===== src/verilog/pieb_pkg.sv =====
package pieb_pkg;

  // -------------------------------------------------------------------------
  // register map
  // -------------------------------------------------------------------------
  localparam logic [11:0] ADDR_FLAG_0 = 12'h70c;
  localparam logic [11:0] ADDR_FLAG_1 = 12'h70d;
  localparam logic [11:0] ADDR_FLAG_2 = 12'h70e;
  localparam logic [11:0] ADDR_ENABLE_7 = 12'h71d;
  localparam logic [11:0] ADDR_ENABLE_8 = 12'h71e;
  localparam logic [11:0] ADDR_ENABLE_0 = 12'h716;
  localparam logic [11:0] ADDR_ENABLE_1 = 12'h717;
  localparam logic [11:0] ADDR_ENABLE_2 = 12'h718;
  localparam logic [11:0] ADDR_CORE_CTRL = 12'h7f0;

  localparam int ADDR_W = 12;
  localparam int DATA_W = 8;

  // -------------------------------------------------------------------------
  // field positions
  // -------------------------------------------------------------------------
  localparam int F0_EXT_PIN = 0;
  localparam int F0_CHANGE_SUM = 4;
  localparam int F0_TIMER_WRAP = 5;
  localparam int F1_CONV_DONE = 0;
  localparam int F1_CONV_THRESH = 1;
  localparam int F1_CLK_SWITCH = 6;
  localparam int F1_OSC_FAIL = 7;
  localparam int F2_CMP_A = 0;
  localparam int F2_CMP_B = 1;
  localparam int F2_ZERO_CROSS = 6;
  localparam int CTRL_GLOBAL = 7;
  localparam int CTRL_GATE = 6;

  // writable bit masks; other positions read as zero, except the change summary read at flag register 0 bit 4
  localparam logic [7:0] MASK_FLAG_0 = 8'h21;
  localparam logic [7:0] MASK_FLAG_1 = 8'hc3;
  localparam logic [7:0] MASK_FLAG_2 = 8'h43;
  localparam logic [7:0] MASK_ENABLE_0 = 8'h31;
  localparam logic [7:0] MASK_ENABLE_1 = 8'hc3;
  localparam logic [7:0] MASK_ENABLE_2 = 8'h43;
  localparam logic [7:0] MASK_ENABLE_7 = 8'h33;
  localparam logic [7:0] MASK_ENABLE_8 = 8'h07;
  localparam logic [7:0] MASK_CORE_CTRL = 8'hc0;

  localparam logic [7:0] RESET_VALUE = 8'h00;

  // -------------------------------------------------------------------------
  // state
  // -------------------------------------------------------------------------
  typedef struct packed {
    logic [7:0] flag_0;
    logic [7:0] flag_1;
    logic [7:0] flag_2;
    logic [7:0] enable_0;
    logic [7:0] enable_1;
    logic [7:0] enable_2;
    logic [7:0] enable_7;
    logic [7:0] enable_8;
    logic [7:0] core_ctrl;
    logic [7:0] rd_data;
    logic irq;
  } pieb_state_t;

endpackage


===== src/verilog/pieb_bank.sv =====
// Overview of operation
// peripheral-gated sources reach the core only while the peripheral gate is set
// flags set on their events regardless of any enable bit
// software clears stale flags before enabling; the bank does not enforce it
// change summary flag is read-only OR of all port change flags
// first timer wrap sets flag register 0 bit 5, sticky until cleared
// external pin event sets flag register 0 bit 0
// oscillator fail event sets flag register 1 bit 7
// clock switch ready sets flag register 1 bit 6
// converter threshold bit 1 and completion bit 0 of flag register 1
// zero-cross event sets flag register 2 bit 6
// comparator events set flag register 2 bits 0 and 1
// enable register 7 holds memory, oscillator and waveform enables, reset 0
// enable register 8 holds measurement timer enables, reset 0
// flag registers 0..2 at consecutive addresses; unused bits read zero
// enable bits written 1 enable, 0 disable, all reset to 0
// enable register 0 sources need only the global enable
// event strobe sets a flag; write 0 clears; event wins over clear
// request is OR of flag AND enable, gated by global; peripheral gate gates all but enable register 0 sources
//
// The strobed register port is this design's own decision.
module pieb_bank
  import pieb_pkg::*;
(
  input wire logic ref_clk,
  input wire logic sys_rst,
  input wire logic [pieb_pkg::ADDR_W-1:0] bus_addr,
  input wire logic [pieb_pkg::DATA_W-1:0] bus_wdata,
  input wire logic bus_wr,
  input wire logic bus_rd,
  output logic [pieb_pkg::DATA_W-1:0] bus_rdata,
  input wire logic first_timer_wrap_evt,
  input wire logic [4:0] port_change_flags,
  input wire logic ext_pin_evt,
  input wire logic osc_fail_evt,
  input wire logic clk_switch_evt,
  input wire logic conv_done_evt,
  input wire logic conv_threshold_evt,
  input wire logic zero_cross_evt,
  input wire logic [1:0] comparator_evt,
  input wire logic [7:0] high_peripheral_req,
  output logic irq_req,
  output logic global_irq_enable,
  output logic peripheral_irq_gate
);
  import pieb_pkg::*;

  pieb_state_t cur;
  pieb_state_t next_state;
  logic change_summary_flag;
  logic [7:0] flag_0_view;
  logic [7:0] evt_0;
  logic [7:0] evt_1;
  logic [7:0] evt_2;
  logic low_req;
  logic periph_req;

  // -------------------------------------------------------------------------
  // event vectors
  // -------------------------------------------------------------------------
  assign change_summary_flag = |port_change_flags;
  assign flag_0_view = (cur.flag_0 & MASK_FLAG_0) | ({7'h00, change_summary_flag} << F0_CHANGE_SUM);

  always_comb
  begin
    evt_0 = 8'h00;
    evt_1 = 8'h00;
    evt_2 = 8'h00;
    evt_0[F0_TIMER_WRAP] = first_timer_wrap_evt;
    evt_0[F0_EXT_PIN] = ext_pin_evt;
    evt_1[F1_OSC_FAIL] = osc_fail_evt;
    evt_1[F1_CLK_SWITCH] = clk_switch_evt;
    evt_1[F1_CONV_THRESH] = conv_threshold_evt;
    evt_1[F1_CONV_DONE] = conv_done_evt;
    evt_2[F2_ZERO_CROSS] = zero_cross_evt;
    evt_2[F2_CMP_B] = comparator_evt[1];
    evt_2[F2_CMP_A] = comparator_evt[0];
  end

  // -------------------------------------------------------------------------
  // request qualification
  // -------------------------------------------------------------------------
  // enable register 0 sources bypass the peripheral gate
  assign low_req = |(flag_0_view & cur.enable_0);
  // lower-level high peripheral requests arrive pre-flagged; enable 7/8 gate them
  assign periph_req = |(cur.flag_1 & cur.enable_1)
    | |(cur.flag_2 & cur.enable_2)
    | |(high_peripheral_req & cur.enable_7 & MASK_ENABLE_7)
    | |(high_peripheral_req[2:0] & cur.enable_8[2:0]);

  // -------------------------------------------------------------------------
  // next state
  // -------------------------------------------------------------------------
  always_comb
  begin
    next_state = cur;
    next_state.rd_data = RESET_VALUE;
    if (bus_wr)
    begin
      unique case (bus_addr)
        ADDR_FLAG_0: next_state.flag_0 = bus_wdata & MASK_FLAG_0;
        ADDR_FLAG_1: next_state.flag_1 = bus_wdata & MASK_FLAG_1;
        ADDR_FLAG_2: next_state.flag_2 = bus_wdata & MASK_FLAG_2;
        ADDR_ENABLE_0: next_state.enable_0 = bus_wdata & MASK_ENABLE_0;
        ADDR_ENABLE_1: next_state.enable_1 = bus_wdata & MASK_ENABLE_1;
        ADDR_ENABLE_2: next_state.enable_2 = bus_wdata & MASK_ENABLE_2;
        ADDR_ENABLE_7: next_state.enable_7 = bus_wdata & MASK_ENABLE_7;
        ADDR_ENABLE_8: next_state.enable_8 = bus_wdata & MASK_ENABLE_8;
        ADDR_CORE_CTRL: next_state.core_ctrl = bus_wdata & MASK_CORE_CTRL;
        default: ;
      endcase
    end
    // events override any same-cycle software clear, enables ignored
    next_state.flag_0 = next_state.flag_0 | evt_0;
    next_state.flag_1 = next_state.flag_1 | evt_1;
    next_state.flag_2 = next_state.flag_2 | evt_2;
    if (bus_rd)
    begin
      unique case (bus_addr)
        ADDR_FLAG_0: next_state.rd_data = flag_0_view;
        ADDR_FLAG_1: next_state.rd_data = cur.flag_1 & MASK_FLAG_1;
        ADDR_FLAG_2: next_state.rd_data = cur.flag_2 & MASK_FLAG_2;
        ADDR_ENABLE_0: next_state.rd_data = cur.enable_0;
        ADDR_ENABLE_1: next_state.rd_data = cur.enable_1;
        ADDR_ENABLE_2: next_state.rd_data = cur.enable_2;
        ADDR_ENABLE_7: next_state.rd_data = cur.enable_7;
        ADDR_ENABLE_8: next_state.rd_data = cur.enable_8;
        ADDR_CORE_CTRL: next_state.rd_data = cur.core_ctrl;
        default: next_state.rd_data = RESET_VALUE;
      endcase
    end
    // request follows the registered state one cycle later
    next_state.irq = cur.core_ctrl[CTRL_GLOBAL]
      & (low_req | (cur.core_ctrl[CTRL_GATE] & periph_req));
  end

  // -------------------------------------------------------------------------
  // registers
  // -------------------------------------------------------------------------
  always_ff @(posedge ref_clk)
  begin
    if (sys_rst)
    begin
      cur <= '0;
    end
    else
    begin
      cur <= next_state;
    end
  end

  assign bus_rdata = cur.rd_data;
  assign irq_req = cur.irq;
  assign global_irq_enable = cur.core_ctrl[CTRL_GLOBAL];
  assign peripheral_irq_gate = cur.core_ctrl[CTRL_GATE];

endmodule // pieb_bank


===== config.mk =====
export PLATFORM = sky130hd
export DESIGN_NAME = pieb_bank
export DESIGN_NICKNAME = d
export VERILOG_FILES = /design/src/verilog/pieb_pkg.sv /design/src/verilog/pieb_bank.sv
export SDC_FILE = /design/constraint.sdc
export NUM_CORES = 1
export LEC_CHECK = 0
export ABC_AREA = 1
export BUFFER_PORTS_ARGS = -buffer_cell sky130_fd_sc_hd__buf_2
export CAP_MARGIN = 20
export CORE_MARGIN = 10
export CORE_UTILIZATION = 50
export CTS_CLUSTER_SIZE = 8
export DETAILED_ROUTE_END_ITERATION = 16
export PLACE_DENSITY = 0.87
export SYNTH_ARGS = -nofsm -noshare
export SYNTH_HDL_FRONTEND = slang
export SYNTH_SLANG_ARGS = --single-unit

===== constraint.sdc =====
create_clock -name ref_clk -period 3.25 [get_ports ref_clk]
set_input_delay 0.325 -clock ref_clk [delete_from_list [all_inputs] [get_ports ref_clk]]
set_output_delay 0.325 -clock ref_clk [all_outputs]
set_load 0.005 [all_outputs]

# Word-level counts from Yosys, hierarchy flattened
# Cells that the tools add are included.
[classes]
mux = 11
n_eq_ne = 9
bitwise_logic = 16
n_reduce_logical = 13
[op_table]
columns = ["op", "count"]
rows = [
  ["equality test 12 x 11 -> 1 bit (second input constant)", 9],
  ["2-to-1 mux 72 bit", 1],
  ["one-hot mux 8 bit (9 select lines)", 1],
  ["2-to-1 mux 8 bit", 5],
  ["OR reduction 8 bit", 3],
  ["AND 6 bit", 2],
  ["2-to-1 mux 6 bit", 2],
  ["AND reduction 2 bit", 6],
  ["AND 8 x 7 -> 8 bit", 1],
  ["AND 8 bit", 1],
  ["OR 8 x 6 -> 8 bit", 1],
  ["OR 8 x 7 -> 8 bit", 1],
  ["OR 8 bit", 1],
  ["2-to-1 mux 7 bit", 1],
  ["OR 6 x 5 -> 6 bit", 1],
  ["OR reduction 5 bit", 1],
  ["OR 1 bit", 4],
  ["OR reduction 4 bit", 1],
  ["AND 3 bit", 1],
  ["2-to-1 mux 3 bit", 1],
  ["OR reduction 3 bit", 1],
  ["AND 1 bit", 2],
  ["OR reduction 2 bit", 1],
  ["inverter 1 bit", 1],
]
[word_totals]
wordCells = 60
regBits = 52
out_inout_bits = 11
in_bits = 46

# Depth between registers and ports, before layout
[depth]
depth_word = 8
mapped_depth = 11
depth_no_buf = 10

# Worst setup path after synthesis
# Ideal clock, no wire load.
[synth_timing]
kind = "input to register"
start = "input bus_addr[9] (netlist name)"
end = "register cur[57] (netlist name)"
t_required_ns = 3.135
stages = 10
arrival_ns = 1.172
setup_slack_ns = 1.963
setup_ns = 0.115
cell_sequence = "nand2_1 nor2_4 buf_6 nand3_4 inv_2 nand2_1 nand2_1 nand2_1 o21ai_0 inv_1"
[synth_via]
elab_chain_len = 4
[synth_rtl]
columns = ["element", "line", "rtl"]
rows = [
  ["start: declaration", "pieb_bank.sv:27", "input wire logic [pieb_pkg::ADDR_W-1:0] bus_addr,"],
  ["equality test 12 x 11 -> 1 bit", "pieb_bank.sv:100", "unique case (bus_addr)"],
  ["2-to-1 mux 8 bit", "pieb_bank.sv:100", ""],
  ["2-to-1 mux 72 bit", "pieb_bank.sv:98", "if (bus_wr)"],
  ["OR 8 x 7 -> 8 bit", "pieb_bank.sv:116", "next_state.flag_2 = next_state.flag_2 | evt_2;"],
  ["end signal: assignment", "pieb_bank.sv:148", "cur <= next_state;"],
  ["end: declaration", "pieb_bank.sv:48", "pieb_state_t cur;"],
]
# No other way between the ends.
# A chain may end at the register's enable or synchronous reset.

# Worst setup path after layout
[layout_timing]
start = "input bus_addr[5] (netlist name)"
end = "register cur[33] (netlist name)"
[layout_via]
elab_chain_len = 2
[layout_rtl]
columns = ["element", "line"]
rows = [
  ["equality test 12 x 11 -> 1 bit", "pieb_bank.sv:100"],
  ["AND reduction 2 bit (no source line)", "n/a"],
]
# No other way between the ends.

==> impl_results.md <==
- Sequential share of power: 53.1%
- Row Count: 23
- Post-synthesis sequential area ratio: 35.8%
- CP Launch Type: input pin
- Clock Latency Late Sink: 0.29 ns
- Avg WL per Cell: 12.5 um
- Critical Path Sink Type: flop
- Slew margin rel.: 50.0%
- Final nets: 411
- Post-synth cell types: 24
- Switch Pwr: roughly 200 uW
- Slew Limit Fails: 0
- Max Buffers Root-to-Sink: 2
- CTS root buffer: clkbuf_8
- Die area: 6970 um2
- CP Class: input pin to flop
- CTS clk-pin slew, worst paths: 0.07 ns
- Die width: 83.5 um
- Routed Antenna Nets: 0
- Vias in the first global route: between 2000 and 2500
- Pwr Density: roughly 370 nW/um2
- Synthesis Warnings: 0
- Hold Crit Start: first_timer_wrap_evt
- Core outline area: 3940 um2
- WP data required: 3.47 ns
- FF-to-FF End: irq_req
- Synth area leaders: dfxtp_1 (36%), nand2_1 (16%), nor2_1 (9.5%)
- Crit path max fanout: 12
- Post-DP HPWL: 4110 um
- Most frequent CP cell: nor2_1
- CTS Sinks: 36
- Top delay family on crit path: simple AND/OR/NAND/NOR gates
- Setup_tns: 0 ns
- Status: finished clean
- Mapped Cells: 321
- Initial antenna violation count: 0
- RePlAce Congestion: 0.910
- Leakage: 1.18 nW
- Finished Layout Cells: 416
- Largest net degree at the start of global routing: 30
- Most numerous cell in the Yosys netlist: nand2_1
- Antenna cells: 0
- Area delta synth->final: 15.6%
- Placed Instances: 408
- Iteration-0 DRC Markers: 195
- EDFF count, synth: 0
- Synth Cell Area: 2010 um2
- Switching Fraction: between 20 and 25%
- Avg Vias per Cell: 5.01
- Minimum clock period: about 1.6 ns
- Pwr Total: 859 uW
- Starting Density: 51.1%
- CTS Buf Count: 5
- Drt drc: 0
- I/O Buffers: 51
- Total number of vias: roughly 2100
- First-pass GRT wire length: just under 9000 um
- Final number of setup-violating endpoints: 0
- Clk_skew: 0.00373 ns
- Yosys top cell by area: dfxtp_1
- Worst hold stages: 3
- Achievable Freq: 643 MHz
- Async S/R FF share, synth: 0%
- Met2 Use GR: 25.6%
- CTS tree: done
- Peak VDD IR: between 0.2 and 0.25 mV
- Drt total wl: 5190 um
- Cells along the critical path: buf_2 -> inv_1 -> nand2_1 -> nor2_2 -> nand3_1 -> nor2_1 -> o21ai_0 -> nor2_1
- Global-route met3 utilization: 5.27%
- Combinational cell fraction of total power: 9.0%
- GRT met1 Usage: 17.0%
- FF+latch count, synth: 36
- RSZ-0062 raised after global routing: false
- Ys flop type: dfxtp_1
- Layout Utilization: between 50% and 60%
- Max stage delay on crit path: 0.38 ns
- Worst endpoint data arrival time: 1.78 ns
- Max-cap viol count: 0
- R2R cell count: 6
- Commonest cells post-synth: nand2_1 (87), nor2_1 (51), inv_1 (42)
- Post-Syn Nets: 367
- CP max-delay cell: nor2_2
- Slew @ Worst Pin: 0.750 ns
- Worst hold endpoint: cur[78]
- Worst path bufs/invs: 2
- CTS Hold Bufs: 0
- GR Util All Layers: 15.1%
- Reg2reg setup slack: 2.11 ns
- CTS H-Tree Depth: 2
- Internal power: 653 uW
- Post-cts sizing count: 0
- Clk network pwr share: 37.9%
- Final hold viol count: 0
- Fin crit share: 47.8%
- Grt ovf: 0
- FF-to-FF Start: cur[18]
- Post-CTS Setup Bufs: 0
- Yosys top cell area share: 35.8%
- Hold WC Path Type: input pin to flop
- Die Y: 83.5 um
- Syn avg cell area: 6.28 um2
- DR pass1 iterations: 4
- IO Pins: 57
- Most Crowded Layer GR: met2
- Share of cells above drive strength 1: around a fifth
[registers in the layout (all words and copies together), names as in the netlist]
signal / count
irq_req: 1
global_irq_enable: 1
cur: 26
peripheral_irq_gate: 1
bus_rdata: 7
[power by group through the flow]
stage / registers [mW] / clock network [mW] / logic, mW
after floorplan: 0.464 / 0 / 0.0416
after global placement: 0.466 / 0 / 0.0743
after detailed placement: 0.466 / 0 / 0.0765
after CTS: 0.456 / 0.332 / 0.0769
after global routing: 0.457 / 0.363 / 0.0882
final: 0.456 / 0.325 / 0.0771
[how the worst max path moves through the flow]
stage                startpoint      end  slack [ns]  cells past startpoint
floorplan           bus_addr[9]  cur[57]        1.96                     10
global placement    bus_addr[5]  cur[39]        1.48                      8
detailed placement  bus_addr[5]  cur[33]        1.41                      8
CTS                 bus_addr[5]  cur[33]        1.69                      8
global route        bus_addr[5]  cur[54]        1.50                      9
finish              bus_addr[5]  cur[33]        1.70                      8
[metrics by stage]
step / instance area, um2 / hold WS (ns) / worst slack [ns]
after floorplan: 2010 / 0.432 / 1.96
after global placement: 2240 / 0.452 / 1.48
after detailed placement: 2240 / 0.457 / 1.41
after CTS: 2330 / 0.225 / 1.69
after global routing: 2330 / 0.227 / 1.50
final: 2330 / 0.229 / 1.70
[worst reg2reg max path, delay by kind of cell, from the launching register on]
kind	cells	cell delay, ns
DFF	1	0.32
AOI/OAI and AO/OA	2	0.33
and+or+nand+nor	4	0.39
[cells in the final DEF, fill, tap and decap left out]
cell       n
nand4_1   10
conb_1     1
o211ai_1   1
nand2_1   87
clkbuf_8   6
nor2_1    51
o21a_1     1
nand3_1   11
clkinv_1   1
dfxtp_1   36
o21ai_0   24
inv_1     42
buf_2     51
nor3_1     5
nor2_4     4
nand3_4    1
nand3_2    2
a21oi_1   15
inv_2      3
nand2_2    3
nor2_2     4
o22ai_1    1
o21ai_1    4
clkbuf_1   2
[layer usage]
metal | vias to the layer above | routed length, um
met4 | 0 | 69
met1 | 912 | 2150
met3 | 8 | 458
li1 | 1082 | -
met2 | 83 | 2510
met5 | - | 0
[logic make-up (layout without fill, tap and decap cells)]
kind of cell / count (synthesis) / in the layout / synth area share (%)
AOI/OAI and AO/OA: 46 / 46 / 11.7
buffers and inverters: 60 / 105 / 13.2
DFF: 36 / 36 / 35.8
other: 1 / 1 / 0.186
and+or+nand+nor: 178 / 178 / 39.1
[layout make-up]
cell class,count,area [um2]
Sequential cell,36,721
Clock buffer,8,90.1
Fill cell,385,1610
Multi-Input combinational cell,225,1030
Inverter,46,173
Tap cell,50,62.6
Timing Repair Buffer,51,255
No activity file was read; power rests on OpenSTA's default activity.
